`config.mk`:
```
export PLATFORM = sky130hd
export DESIGN_NAME = fpe_ctrl
export DESIGN_NICKNAME = d
export VERILOG_FILES = /design/src/hdl/fpe_pkg.sv /design/src/hdl/fpe_ctrl.sv
export SDC_FILE = /design/constraint.sdc
export NUM_CORES = 1
export LEC_CHECK = 0
export BUFFER_PORTS_ARGS = -buffer_cell sky130_fd_sc_hd__buf_4
export CAP_MARGIN = 10
export CORE_ASPECT_RATIO = 0.9
export CORE_MARGIN = 8
export CORE_UTILIZATION = 40
export CTS_CLUSTER_DIAMETER = 100
export CTS_CLUSTER_SIZE = 10
export DETAILED_ROUTE_END_ITERATION = 12
export GPL_TIMING_DRIVEN = 0
export PLACE_DENSITY_LB_ADDON = 0.2
export SYNTH_ARGS = -nofsm -noshare
export SYNTH_HDL_FRONTEND = slang
export SYNTH_SLANG_ARGS = --single-unit
```
`constraint.sdc`:
```
create_clock -name clk_sys -period 2.85 [get_ports clk_sys]
set_clock_uncertainty 0.1 [all_clocks]
set_input_delay 0.57 -clock clk_sys [delete_from_list [all_inputs] [get_ports clk_sys]]
set_output_delay 0.57 -clock clk_sys [all_outputs]
set_load 0.01 [all_outputs]
```
`src/hdl/fpe_pkg.sv`:
```
package fpe_pkg;
	localparam logic [7:0] CTRL_ADDR = 8'h08;
	localparam logic [7:0] STAT_ADDR = 8'h0C;
	localparam int BIT_PGM = 0;
	localparam int BIT_ERASE = 1;
	localparam int BIT_MASS = 2;
	localparam int BIT_HV = 3;
	localparam logic [3:0] CTRL_RESET = 4'h0;
	localparam logic [15:0] ARRAY_LO = 16'hC000;
	localparam logic [15:0] PROT_ADDR = 16'hFF7E;
	localparam logic [15:0] VEC_LO = 16'hFFDC;
	localparam logic [7:0] PROT_OPEN = 8'hFF;
	localparam logic [7:0] PROT_VEC = 8'hFE;
	typedef struct packed
	{
		logic [15:0] addr;
		logic [7:0]  data;
	} fpe_wr_t;
endpackage
```
`src/hdl/fpe_ctrl.sv`:
```
// The strobed register port and the register offsets were left to the implementer.
`timescale 1ns/10ps
module fpe_ctrl
(
	input  wire logic           clk_sys,
	input  wire logic           nrst,
	input  wire logic [7:0]     regAddr,
	input  wire logic [7:0]     regWdata,
	input  wire logic           regWr,
	input  wire logic           regRd,
	output logic      [7:0]     regRdata,
	input  wire logic           arrWr,
	input  wire fpe_pkg::fpe_wr_t arrReq,
	input  wire logic           arrProtRd,
	input  wire logic [7:0]     protectStartBits,
	input  wire logic           testLevelVoltage,
	output logic                highVoltageEnable,
	output logic                eraseGo,
	output logic                massGo,
	output logic                programGo,
	output logic [15:0]         targetAddr,
	output logic                byteProgPulse,
	output fpe_pkg::fpe_wr_t    byteProg
);
	import fpe_pkg::*;

	logic [3:0]  ctrl_ff, nxt_ctrl;
	logic        latched_ff, nxt_latched;
	logic        protRd_ff, nxt_protRd;
	logic [15:0] tgt_ff, nxt_tgt;
	logic [7:0]  rdata_ff, nxt_rdata;
	logic        bp_ff, nxt_bp;
	fpe_wr_t     bw_ff, nxt_bw;
	logic        tv1_ff, tv2_ff;
	logic        ersGo_ff, nxt_ersGo;
	logic        massGo_ff, nxt_massGo;
	logic        pgmGo_ff, nxt_pgmGo;
	logic [15:0] protStart;
	logic        tgtProt, inArray, hvOk;
	logic        program_select, ers;

	assign protStart = {2'b11, protectStartBits, 6'h00};
	assign inArray = arrReq.addr >= ARRAY_LO;
	assign program_select = ctrl_ff[BIT_PGM];
	assign ers = ctrl_ff[BIT_ERASE];

	always_comb
	begin
		tgtProt = 1'b0;
		if (!tv2_ff)
		begin
			if (protectStartBits == 8'h00)
				tgtProt = 1'b1;
			else if (protectStartBits != PROT_OPEN && tgt_ff >= protStart)
				tgtProt = 1'b1;
			if (protectStartBits != PROT_OPEN && protectStartBits != PROT_VEC
				&& tgt_ff[15:6] == PROT_ADDR[15:6])
				tgtProt = 1'b1;
			if (ctrl_ff[BIT_MASS] && ers && protectStartBits != PROT_OPEN)
				tgtProt = 1'b1;
		end
		hvOk = (program_select ^ ers) && latched_ff && protRd_ff && !tgtProt;
	end

	always_comb
	begin
		nxt_ctrl = ctrl_ff;
		nxt_latched = latched_ff;
		nxt_protRd = protRd_ff;
		nxt_tgt = tgt_ff;
		nxt_rdata = 8'h00;
		nxt_bp = 1'b0;
		nxt_bw = bw_ff;
		if (regWr && regAddr == CTRL_ADDR)
		begin
			nxt_ctrl[BIT_MASS] = regWdata[BIT_MASS];
			if (regWdata[BIT_PGM] && regWdata[BIT_ERASE])
			begin
				nxt_ctrl[BIT_PGM] = program_select;
				nxt_ctrl[BIT_ERASE] = ers;
			end
			else
			begin
				nxt_ctrl[BIT_PGM] = regWdata[BIT_PGM] && !ers;
				nxt_ctrl[BIT_ERASE] = regWdata[BIT_ERASE] && !program_select;
			end
			if (!regWdata[BIT_HV])
				nxt_ctrl[BIT_HV] = 1'b0;
			else if (!ctrl_ff[BIT_HV])
				nxt_ctrl[BIT_HV] = hvOk;
			if (!nxt_ctrl[BIT_PGM] && !nxt_ctrl[BIT_ERASE])
			begin
				nxt_latched = 1'b0;
				nxt_protRd = 1'b0;
			end
		end
		if (arrProtRd && (program_select || ers) && !ctrl_ff[BIT_HV])
			nxt_protRd = 1'b1;
		if (arrWr && inArray && (program_select || ers))
		begin
			if (!ctrl_ff[BIT_HV] && protRd_ff)
			begin
				nxt_latched = 1'b1;
				if (ers)
					nxt_tgt = arrReq.addr[15:0] >= VEC_LO ? VEC_LO
						: {arrReq.addr[15:6], 6'h00};
				else
					nxt_tgt = {arrReq.addr[15:5], 5'h00};
			end
			else if (ctrl_ff[BIT_HV] && program_select && arrReq.addr[15:5] == tgt_ff[15:5])
			begin
				nxt_bp = 1'b1;
				nxt_bw = arrReq;
			end
		end
		// Go levels follow the next control value so they stay aligned with the enable bit.
		nxt_ersGo = nxt_ctrl[BIT_HV] & nxt_ctrl[BIT_ERASE];
		nxt_massGo = nxt_ctrl[BIT_HV] & nxt_ctrl[BIT_ERASE] & nxt_ctrl[BIT_MASS];
		nxt_pgmGo = nxt_ctrl[BIT_HV] & nxt_ctrl[BIT_PGM];
		if (regRd && regAddr == CTRL_ADDR)
			nxt_rdata = {4'h0, ctrl_ff};
		else if (regRd && regAddr == STAT_ADDR)
			nxt_rdata = {5'h00, tgtProt, protRd_ff, latched_ff};
	end

	always_ff @(posedge clk_sys or negedge nrst)
	begin
		if (!nrst)
		begin
			ctrl_ff <= CTRL_RESET;
			latched_ff <= 1'b0;
			protRd_ff <= 1'b0;
			tgt_ff <= 16'h0000;
			rdata_ff <= 8'h00;
			bp_ff <= 1'b0;
			bw_ff <= '0;
			tv1_ff <= 1'b0;
			tv2_ff <= 1'b0;
			ersGo_ff <= 1'b0;
			massGo_ff <= 1'b0;
			pgmGo_ff <= 1'b0;
		end
		else
		begin
			ctrl_ff <= nxt_ctrl;
			latched_ff <= nxt_latched;
			protRd_ff <= nxt_protRd;
			tgt_ff <= nxt_tgt;
			rdata_ff <= nxt_rdata;
			bp_ff <= nxt_bp;
			bw_ff <= nxt_bw;
			tv1_ff <= testLevelVoltage;
			tv2_ff <= tv1_ff;
			ersGo_ff <= nxt_ersGo;
			massGo_ff <= nxt_massGo;
			pgmGo_ff <= nxt_pgmGo;
		end
	end

	// Erase outputs drive the array; a covered unprotected protect byte clears too.
	assign regRdata = rdata_ff;
	assign highVoltageEnable = ctrl_ff[BIT_HV];
	assign eraseGo = ersGo_ff;
	assign massGo = massGo_ff;
	assign programGo = pgmGo_ff;
	assign targetAddr = tgt_ff;
	assign byteProgPulse = bp_ff;
	assign byteProg = bw_ff;
endmodule

```
### Word-level counts from Yosys, hierarchy flattened

Cells that the tools add are included.
W data, S select, Z words.

| storage, ports and cells | value |
|---|---|
| output and inout bits | 53 |
| bits of input ports | 55 |
| logic and storage cells | 86 |
| bits in registers | 60 |

| operators by class | value |
|---|---|
| $lt $le $gt $ge | 3 |
| reductions and logical operators | 35 |
| equality and inequality tests | 6 |
| bitwise logic cells | 5 |
| muxes and demuxes | 24 |

Operators by type and width:

| operator | count |
|---|---|
| $ge A16 B16 Y1 const B | 2 |
| $mux W16 | 2 |
| $logic_and A1 B1 Y1 | 22 |
| $mux W1 | 17 |
| $eq A8 B4 Y1 const B | 2 |
| $ge A16 B16 Y1 | 1 |
| $ne A8 B8 Y1 const B | 2 |
| $eq A11 B11 Y1 | 1 |
| $eq A10 B10 Y1 const B | 1 |
| $logic_not A8 Y1 | 1 |
| $mux W4 | 2 |
| $logic_not A1 Y1 | 6 |
| $mux W2 | 2 |
| $reduce_and A2 Y1 | 2 |
| $reduce_bool A2 Y1 | 2 |
| $and A1 B1 Y1 | 3 |
| $mux W3 | 1 |
| $reduce_and A3 Y1 | 1 |
| $logic_or A1 B1 Y1 | 1 |
| $not A1 Y1 | 1 |
| $xor A1 B1 Y1 | 1 |

### Depth between registers and ports, before layout

Gate-level depths: netlist (run 1).

| logic depth | value |
|---|---|
| word-level depth | 14 |
| depth in mapped cells | 7 |

### Worst setup path before layout (run 1)

No wires, ideal clock.

| timing | value |
|---|---|
| path type | input -> register |
| from | in protectStartBits[1] |
| to | reg pgmGo_ff (netlist: programGo) |
| setup slack | 0.725 ns |
| stages on the path | 7 |
| path buffers | 0 |
| setup time | 0.084 ns |
| required time | 2.666 ns |
| arrival time | 1.940 ns |
| cell sequence | inv_1 > ha_1 > nor4bb_1 > o31ai_1 > nand4_1 > a2111o_1 > a21boi_0 |

| on the way | value |
|---|---|
| longest elaborated chain between the ends | 13 |
| elaborated cells on any way between the ends | 19 |

RTL lines:

| item | line | RTL |
|---|---|---|
| from (decl) | fpe_ctrl.sv:15 | `input wire logic [7:0] protectStartBits,` |
| $ge A16 B16 Y1 or $ne A8 B8 Y1 (tied branches) | fpe_ctrl.sv:54, fpe_ctrl.sv:56, fpe_ctrl.sv:59 |  |
| $logic_and A1 B1 Y1 | fpe_ctrl.sv:54 | `else if (protectStartBits != PROT_OPEN && tgt_ff >= protStart)` |
| $mux W1 | fpe_ctrl.sv:54 |  |
| $mux W1 | fpe_ctrl.sv:52 | `if (protectStartBits == 8'h00)` |
| $mux W1 | fpe_ctrl.sv:56 | `if (protectStartBits != PROT_OPEN && protectStartBits != PROT_VEC` |
| $mux W1 * | fpe_ctrl.sv:59 | `if (ctrl_ff[BIT_MASS] && ers && protectStartBits != PROT_OPEN)` |
| $mux W1 * | fpe_ctrl.sv:50 | `if (!tv2_ff)` |
| $logic_not A1 Y1 * | fpe_ctrl.sv:62 | `hvOk = (program_select ^ ers) && latched_ff && protRd_ff && !tgtProt;` |
| $logic_and A1 B1 Y1 * | fpe_ctrl.sv:62 |  |
| $mux W1 * | fpe_ctrl.sv:89 | `else if (!ctrl_ff[BIT_HV])` |
| $mux W1 * | fpe_ctrl.sv:87 | `if (!regWdata[BIT_HV])` |
| $mux W4 * | fpe_ctrl.sv:74 | `if (regWr && regAddr == CTRL_ADDR)` |
| $and A1 B1 Y1 * | fpe_ctrl.sv:119 | `nxt_pgmGo = nxt_ctrl[BIT_HV] & nxt_ctrl[BIT_PGM];` |
| net nxt_pgmGo | fpe_ctrl.sv:37 | `logic pgmGo_ff, nxt_pgmGo;` |
| to (signal assigned) | fpe_ctrl.sv:156 | `pgmGo_ff <= nxt_pgmGo;` |
| to (decl) | fpe_ctrl.sv:37 |  |

Mark *: on every way through the listed nets, which the timed path passes. The rest lies on a longest branch.
A chain may end at the register's enable or synchronous reset.

### Final worst setup path (run 1)

| timing | value |
|---|---|
| from | reg ctrl_ff[1] |
| to | reg tgt_ff[11] (netlist: targetAddr[11]) |

| on the way | value |
|---|---|
| longest elaborated chain between the ends | 3 |
| elaborated cells on any way between the ends | 4 |

RTL lines:

| item | line | RTL |
|---|---|---|
| from (decl) | fpe_ctrl.sv:27 | `logic [3:0] ctrl_ff, nxt_ctrl;` |
| from (signal assigned) | fpe_ctrl.sv:145 | `ctrl_ff <= nxt_ctrl;` |
| $logic_or A1 B1 Y1 | fpe_ctrl.sv:99 | `if (arrWr && inArray && (program_select \|\| ers))` |
| $logic_and A1 B1 Y1 | fpe_ctrl.sv:99 |  |
| $reduce_and A2 Y1 (no line) | -- |  |
| to (signal assigned) | fpe_ctrl.sv:148 | `tgt_ff <= nxt_tgt;` |
| to (decl) | fpe_ctrl.sv:30 | `logic [15:0] tgt_ff, nxt_tgt;` |

Parallel ways exist; a longest one is shown, timed or not.

==> flow_metrics.tcl, run 1 <==
set metrics [dict create \
    run_status "finished, final reports clean" \
    port-buffer-count 97 \
    end_kind "flip-flop" \
    clk_latency_ps 300 \
    yosysSeqAreaShare 0.4998 \
    synth_cell_types 42 \
    worstSetupStartpointType "flip-flop" \
    numCtsBuffers 5 \
    vias 1970 \
    syn_area_per_cell_um2 12.52 \
    wl_um 6707 \
    synth_area_leaders "dfrtp_1 (50%), mux2_4 (10%), mux2_2 (5.6%), ha_1 (4.3%), xor2_1 (3.0%)" \
    drive_gt1_frac 0.4780 \
    antenna_cells 0 \
    rsz0062_at_grt "no" \
    drv_cap 0 \
    gp_congestion 0.8372 \
    globalRoute.busiestLayer "met2" \
    r2r_end "targetAddr[11]$_DFFE_PN0P_" \
    clk_path_buf_depth 2 \
    crit_path_top_delay_cell "nor3b_2" \
    grt_pass1_wl_um 10870 \
    wl_per_cell_um 16.44 \
    drv_slew 0 \
    cp_max_fo 10 \
    worstPathRequired_ps 2950 \
    critPathBufInv 2 \
    path_delay_family "simple AND/OR/NAND/NOR gates" \
    final_nets 381 \
    overflow 0 \
    ir_drop_mv 0.1802 \
    start_util 0.4039 \
    criticalPathCategory "reg -> reg" \
    post_cts_buffers 0 \
    clock.fmax_mhz 400.0 \
    drt-pass1-iter-count 4 \
    hpwl_um 5266 \
    placed_area_um2 3463 \
    synth_seq_cells 52 \
    fin_ws_ps 350.2 \
    final_common_cell "buf_4" \
    tightest_slew_ps 652.7 \
    cts-root-buf "clkbuf_8" \
    setup_viol 0 \
    cp_cell_sequence "inv_1 -> ha_1 -> nand4b_1 -> nor3b_2 -> buf_2 -> mux2_2" \
    pre_cts_slack_ps 355.0 \
    reg2reg_slack_ps 350 \
    coreArea_um2 6446 \
    die-area_um2 9351 \
    grt_pass1_vias 2074 \
    htreeDepth 2 \
    viasPerCell 4.828 \
    p_leak_nw 1.947 \
    ys.warnings.count 0 \
    hold_buffers 0 \
    fin_hold_ws_ps 191.5 \
    drc 0 \
    max_slew_margin 0.5649 \
    critical_path.max_stage_delay_ps 520 \
    cts_resized 0 \
    hp-class "in -> async" \
    yosys.area.top_type "dfrtp_1" \
    hold_viol 0 \
    use_met1 0.2049 \
    post-route-min-period_ps 2500 \
    grt_usage 0.1460 \
    reg2reg_from "ctrl_ff[1]$_DFF_PN0_" \
    antenna_found_initial 0 \
    synth_area_um2 2604 \
    worst_r2r_path_depth 6 \
    cellPowerDensity_nw_per_um2 390.4 \
    grtUsageMet2 0.2125 \
    met3_usage 0.04273 \
    rows 28 \
    fillCellCount 614 \
    dieWidth_um 101.0 \
    drtAntennaViolNets 0 \
    fin_area_um2 3557 \
    clkTransAtPathRegs_ps 90 \
    cp.arrival_ps 2600 \
    min_period_over_period 0.8771 \
    cts_tree "yes" \
    syn_inst 208 \
    ioPinCount 108 \
    clkSinkCount 52 \
    grt_start_max_net_pins 53 \
    die_h_um 92.54 \
    setup_tns_ps 0 \
    most-common-layout-cells "buf_4 (105), dfrtp_1 (52), mux2_4 (18)" \
    area_delta_synth_final_pct 36.62 \
    drt_iter0_markers 97 \
    netlist.area_leader.share 0.4998 \
]
cells in the mapped netlist, drive strengths merged:
library cell  instances
dfrtp                52
mux2                 31
inv                  13
buf                  11
nand4                10
ha                    9
xor2                  9
nor2                  8
nand2                 7
a21oi                 6
nand3                 6
nor4                  6
nor3b                 4
o41ai                 3
a21boi                2
a21o                  2
a22o                  2
and4                  2
mux2i                 2
nand2b                2
nand4b                2
nor2b                 2
nor3                  2
o21ai                 2
o31ai                 2
or2                   2
a2111o                1
a22oi                 1
a2bb2oi               1
a31oi                 1
and3                  1
conb                  1
nand3b                1
nor4bb                1
o21a                  1
routing by layer:
metal / vias up / routed length, um / part of all wire
met5: - / 0 / 0
met4: 0 / 78 / 0.012
met3: 7 / 456 / 0.068
met2: 67 / 2941 / 0.44
met1: 936 / 3231 / 0.48
li1: 960 / - / -
report_power, final:
part | total [mW] | internal, mW | switching (mW) | leakage, nW
Clock | 0.428 | 0.198 | 0.231 | 0.0445
Sequential | 0.779 | 0.756 | 0.0237 | 0.709
Combinational | 0.181 | 0.0967 | 0.0842 | 1.19
Total | 1.39 | 1.05 | 0.339 | 1.95
logic make-up (layout without fill, tap and decap cells):
logic type      after synthesis  count (layout)  synth area share
buf+inv                      24             129           0.05238
flops                        52              52            0.4998
fa+ha+maj                     9               9           0.04325
simple gates                 56              56            0.1398
mux                          33              33            0.1677
compound gates               24              24           0.06536
xor+xnor                      9               9           0.03028
other cells                   1               6          0.001440
sequential cells by signal (all words and copies together) (netlist names):
register	cells
byteProg	24
byteProgPulse	1
ctrl_ff	4
eraseGo	1
latched_ff	1
massGo	1
programGo	1
protRd_ff	1
regRdata	4
targetAddr	12
tv1_ff	1
tv2_ff	1
per-stage QoR:
step	cells	util	power, mW
4_1_cts	408	0.5518	1.411
3_5_place_dp	400	0.5373	0.9743
2_1_floorplan	213	-	0.8602
3_3_place_gp	400	0.5373	0.9709
6_report	408	0.5518	1.389
5_1_grt	408	0.5518	1.460
worst max-delay path by stage:
stage | startpoint | to | depth (start not counted)
2_1_floorplan | protectStartBits[1] | programGo$_DFF_PN0_ | 7
3_3_place_gp | ctrl_ff[1]$_DFF_PN0_ | targetAddr[11]$_DFFE_PN0P_ | 6
3_5_place_dp | ctrl_ff[1]$_DFF_PN0_ | targetAddr[11]$_DFFE_PN0P_ | 6
4_1_cts | ctrl_ff[1]$_DFF_PN0_ | targetAddr[11]$_DFFE_PN0P_ | 6
5_1_grt | ctrl_ff[1]$_DFF_PN0_ | targetAddr[12]$_DFFE_PN0P_ | 6
6_report | ctrl_ff[1]$_DFF_PN0_ | targetAddr[11]$_DFFE_PN0P_ | 6
layout make-up:
class	count	area, um2	share of cell area
flip-flops and latches	52	1301	0.3658
multi-input cells	137	1185	0.3331
clock buffers	7	86.33	0.02427
repair buffers	97	728.2	0.2047
clock inverters	1	7.507	0.002110
well taps	90	112.6	0.03166
plain buffers	11	87.58	0.02462
inverters	13	48.80	0.01372
Power figures use the tool's default switching activity.
==> run 2, diff against run 1 <==
Settings changed: BUFFER_PORTS_ARGS -buffer_cell sky130_fd_sc_hd__buf_4 to not set, DONT_BUFFER_PORTS set to 1.
==> run 2 against run 1 <==
Against the previous run:
- global-route usage down 0.61 points
- count of clock-buffer cells in the layout is 2 lower
- sequential share of layout area is 8.7 points higher
- largest power group unchanged
==> flow_metrics.tcl, run 2 (synthesis gave the netlist of run 1 again) <==
set metrics [dict create \
    run_status "finished, final reports clean" \
    hold_viol 0 \
    worstPathRequired_ps 2950 \
    end_kind "flip-flop" \
    fin_total_pwr_mw 1.390 \
    cp.arrival_ps 2560 \
    clkSinkCount 52 \
    setup_viol 0 \
    final_nets 285 \
    wl_um 6475 \
    min_period_over_period 0.8655 \
    hpwl_um 5041 \
    antenna_cells 0 \
    drt_iter0_markers 62 \
    ir_drop_mv 0.2436 \
    reg2reg_from "ctrl_ff[1]$_DFF_PN0_" \
    seq_area_um2 1301 \
    final_common_cell "dfrtp_1" \
    reg2reg_slack_ps 380 \
    wl_per_cell_um 20.75 \
    criticalPathCategory "reg -> reg" \
    placed_area_um2 2735 \
    crit_path_top_delay_cell "nor3b_2" \
    drv_slew 0 \
    rows 28 \
    vias 1635 \
    drtAntennaViolNets 0 \
    post-route-min-period_ps 2467 \
    antenna_found_initial 0 \
    p_leak_nw 1.476 \
    tightest_slew_ps 521.7 \
    die-area_um2 9351 \
    coreArea_um2 6446 \
    gp_congestion 0.7946 \
    fillCellCount 631 \
    cts_resized 0 \
    grt_pass1_vias 1788 \
    drv_cap 0 \
    start_util 0.4039 \
    grt_pass1_wl_um 10210 \
    drt-pass1-iter-count 4 \
    viasPerCell 5.240 \
    cts_tree "yes" \
    drc 0 \
    cts-root-buf "clkbuf_8" \
    clkTransAtPathRegs_ps 100 \
    r2r_end "targetAddr[12]$_DFFE_PN0P_" \
    area_delta_synth_final_pct 10.38 \
    largest_reg_flops 24 \
    overflow 0 \
    cellPowerDensity_nw_per_um2 483.6 \
    cp_cell_sequence "inv_1 -> ha_1 -> nand4b_1 -> nor3b_2 -> buf_2 -> mux2_2" \
    post_cts_buffers 0 \
    path_delay_family "simple AND/OR/NAND/NOR gates" \
    clk_latency_ps 300 \
    htreeDepth 2 \
    max_slew_margin 0.6507 \
    hp-class "in -> async" \
    clock.fmax_mhz 405.4 \
    hold_buffers 1 \
    grt_start_max_net_pins 53 \
    fin_area_um2 2874 \
    die_h_um 92.54 \
    multi_input_area_um2 1185 \
    ioPinCount 108 \
    worstSetupStartpointType "flip-flop" \
    port-buffer-count 0 \
    worst_r2r_path_depth 6 \
    fin_hold_ws_ps 16.31 \
    grt_usage 0.1399 \
    numCtsBuffers 5 \
    clk_path_buf_depth 2 \
    dieWidth_um 101.0 \
    cp_max_fo 10 \
    rsz0062_at_grt "no" \
    drive_gt1_frac 0.2568 \
    most-common-layout-cells "dfrtp_1 (52), mux2_4 (18), inv_1 (13), mux2_2 (13)" \
    critical_path.max_stage_delay_ps 500 \
    setup_tns_ps 0 \
    critPathBufInv 2 \
]
[run 2: changes by cell type in the layout (fill, tap and decap cells not counted), sizes merged]
cell / change
clkbuf: -2
bufinv: +1
buf: -96
clkinv: +1
[run 2: worst max-delay path by stage]
| stage | endpoint | depth (start not counted) | start |
|---|---|---|---|
| floorplan | programGo$_DFF_PN0_ | 7 | protectStartBits[1] |
| global placement | targetAddr[11]$_DFFE_PN0P_ | 6 | ctrl_ff[1]$_DFF_PN0_ |
| detailed placement | targetAddr[12]$_DFFE_PN0P_ | 6 | ctrl_ff[1]$_DFF_PN0_ |
| CTS | targetAddr[12]$_DFFE_PN0P_ | 6 | ctrl_ff[1]$_DFF_PN0_ |
| global route | targetAddr[13]$_DFFE_PN0P_ | 6 | ctrl_ff[1]$_DFF_PN0_ |
| finish | targetAddr[12]$_DFFE_PN0P_ | 6 | ctrl_ff[1]$_DFF_PN0_ |
[run 2: power by group]
part | internal, mW | leakage [nW] | total [mW] | switching [mW]
Clock | 0.260 | 0.0541 | 0.506 | 0.246
Sequential | 0.756 | 0.709 | 0.786 | 0.0301
Combinational | 0.0473 | 0.712 | 0.0984 | 0.0511
[run 2: area by class of cell]
type / instances / area share
Clock buffer: 5 / 0.02394
Sequential cell: 52 / 0.4528
Tap cell: 90 / 0.03918
Timing Repair Buffer: 1 / 0.009578
Buffer: 11 / 0.03047
Clock inverter: 3 / 0.01480
Inverter: 13 / 0.01698
Multi-Input combinational cell: 137 / 0.4123
[run 2: worst register-to-register path: stages (launching register included)]
cell      delay [ps]
dfrtp_1          470
inv_1            130
ha_1             210
nand4b_1         270
nor3b_2          500
buf_2            330
mux2_2           360
[run 2: per-stage QoR]
step	instances	worst slack, ps	utilization
floorplan	213	725.5	-
global placement	303	354.8	0.4243
detailed placement	303	347.4	0.4243
CTS	312	321.4	0.4458
global route	312	189.2	0.4458
finish	312	383.2	0.4458
[run 2: per-layer routing]
| layer | vias up | GRT usage | part of all wire | routed length, um |
|---|---|---|---|---|
| li1 | 762 | - | - | - |
| met1 | 793 | 0.1845 | 0.45 | 2898 |
| met2 | 73 | 0.1999 | 0.42 | 2732 |
| met3 | 7 | 0.06072 | 0.12 | 747 |
| met4 | 0 | 0.04585 | 0.015 | 96 |
| met5 | - | 0 | 0 | 0 |
==> run 3, diff against run 2 <==
Settings changed: RECOVER_POWER set to 25.
==> run 3 against run 2 <==
Against the previous run:
- core utilization down 0.35 points
- cell count unchanged
- sequential cell count is the same
- total power down 0.21%
- non-clock buffer count stayed put
- sequential power is essentially flat
- critical path depth is the same
- wire length fell by 0.17%
==> flow_metrics.tcl, run 3 (synthesis gave the netlist of run 1 again) <==
set metrics [dict create \
    p_int_mw 1.060 \
    worstPathRequired_ps 2950 \
    end_kind "flip-flop" \
    rows 28 \
    die_h_um 92.54 \
    dieWidth_um 101.0 \
    drv_cap 0 \
    power.net_switching_mw 0.3274 \
    largest_reg_flops 24 \
    cts-root-buf "clkbuf_8" \
    drc 0 \
    clk_path_buf_depth 2 \
    combPwrFrac 0.068 \
    run_status "finished, final reports clean" \
    ioPinCount 108 \
    max_slew_margin 0.1032 \
    wl_per_cell_um 20.72 \
    grt_pass1_vias 1788 \
    p_seq_frac 0.567 \
    port-buffer-count 0 \
    final_common_cell "dfrtp_1" \
    crit_path_top_delay_cell "nor3b_2" \
    gp_congestion 0.7946 \
    critical_path.max_stage_delay_ps 500 \
    antenna_found_initial 0 \
    cellPowerDensity_nw_per_um2 486.4 \
    cp_max_fo 10 \
    hold_viol 0 \
    placed_area_um2 2735 \
    overflow 0 \
    min_period_over_period 0.8690 \
    vias 1650 \
    clkSinkCount 52 \
    setup_tns_ps 0 \
    setup_viol 0 \
    wl_um 6464 \
    clock.fmax_mhz 403.8 \
    hpwl_um 5041 \
    rsz0062_at_grt "no" \
    coreArea_um2 6446 \
    p_leak_nw 1.467 \
    hp-class "in -> reg" \
    die-area_um2 9351 \
    most-common-layout-cells "dfrtp_1 (52), mux2_4 (18), inv_1 (13), mux2_2 (13)" \
    cp.arrival_ps 2570 \
    clkTransAtPathRegs_ps 90 \
    grt_start_max_net_pins 53 \
    start_util 0.4039 \
    criticalPathCategory "reg -> reg" \
    worstSetupStartpointType "flip-flop" \
    drive_gt1_frac 0.2568 \
    ir_drop_mv 0.2437 \
    fillCellCount 634 \
    fin_hold_ws_ps 188.4 \
    area_delta_synth_final_pct 9.514 \
    tightest_slew_ps 1345 \
    drv_slew 0 \
    drt-pass1-iter-count 4 \
    fin_total_pwr_mw 1.387 \
    drtAntennaViolNets 0 \
    p_sw_frac 0.2360 \
    drt_iter0_markers 62 \
    post-route-min-period_ps 2477 \
    seq_area_um2 1301 \
    cp_cell_sequence "inv_1 -> ha_1 -> nand4b_1 -> nor3b_2 -> buf_2 -> mux2_2" \
    antenna_cells 0 \
    viasPerCell 5.288 \
    critPathBufInv 2 \
    multi_input_area_um2 1185 \
    grt_pass1_wl_um 10210 \
    final_nets 285 \
    clkPwrFrac 0.365 \
    htreeDepth 2 \
    grt_usage 0.1399 \
    numCtsBuffers 5 \
    fin_area_um2 2851 \
    cts_tree "yes" \
    path_delay_family "simple AND/OR/NAND/NOR gates" \
    clk_latency_ps 300 \
]
==> run 3: cell types whose count changed in the layout (fill, tap and decap cells not counted) <==
| cell | change |
|---|---|
| clkbuf_2 | +1 |
| buf_16 | -1 |
==> run 3: worst register-to-register path: cells and delay by family, from the launching register on <==
kind          cells  cell delay [ps]
fa+ha+maj         1              210
buf+inv           2              460
flops             1              480
mux               1              360
simple gates      2              770
==> run 3: final cells by class <==
cell class	count	area share
repair buffers	1	0.001755
flip-flops and latches	52	0.4563
clock buffers	5	0.02413
inverters	13	0.01711
well taps	90	0.03949
clock inverters	3	0.01492
plain buffers	11	0.03072
multi-input cells	137	0.4155
==> run 3: path summary, 6_finish.rpt <==
kind | slack [ps] | cells after the start | from | end
max | 370 | 6 | ctrl_ff[1]$_DFF_PN0_ | targetAddr[12]$_DFFE_PN0P_
min | 190 | 0 | testLevelVoltage | tv1_ff$_DFF_PN0_
max reg2reg | 370 | 6 | ctrl_ff[1]$_DFF_PN0_ | targetAddr[12]$_DFFE_PN0P_
min reg2reg | 260 | 0 | tv1_ff$_DFF_PN0_ | tv2_ff$_DFF_PN0_
max in group asynchronous | 1390 | 1 | nrst | regRdata[3]$_DFF_PN0_
min in group asynchronous | 460 | 1 | nrst | byteProg[8]$_DFFE_PN0P_
==> run 3: per-layer routing <==
layer / track usage / wire [um]
met4: 0.04585 / 99
met2: 0.1999 / 2729
met1: 0.1845 / 2861
met5: 0 / 0
met3: 0.06072 / 773
==> run 3: metrics by stage <==
step                        util  setup slack [ps]  std cells
after floorplan                -             725.5        213
after global placement    0.4243             354.8        303
after detailed placement  0.4243             347.4        303
after CTS                 0.4458             321.4        312
after global routing      0.4424             189.2        312
final                     0.4424             373.4        312
==> run 3: power by group through the flow <==
stage                     clock, mW  sequential [mW]  combinational (mW)
after floorplan                   0            0.791              0.0693
after global placement            0            0.801              0.0766
after detailed placement          0            0.801              0.0792
after CTS                     0.525            0.787              0.0989
after global routing          0.558            0.790               0.108
final                         0.507            0.786              0.0945
==> run 3: timing repair <==
action | in CTS | in global routing
setup buffers | 0 | 0
resized for setup | 0 | 0
hold endpoints to repair | 52 | 0
hold buffers | 1 | 0
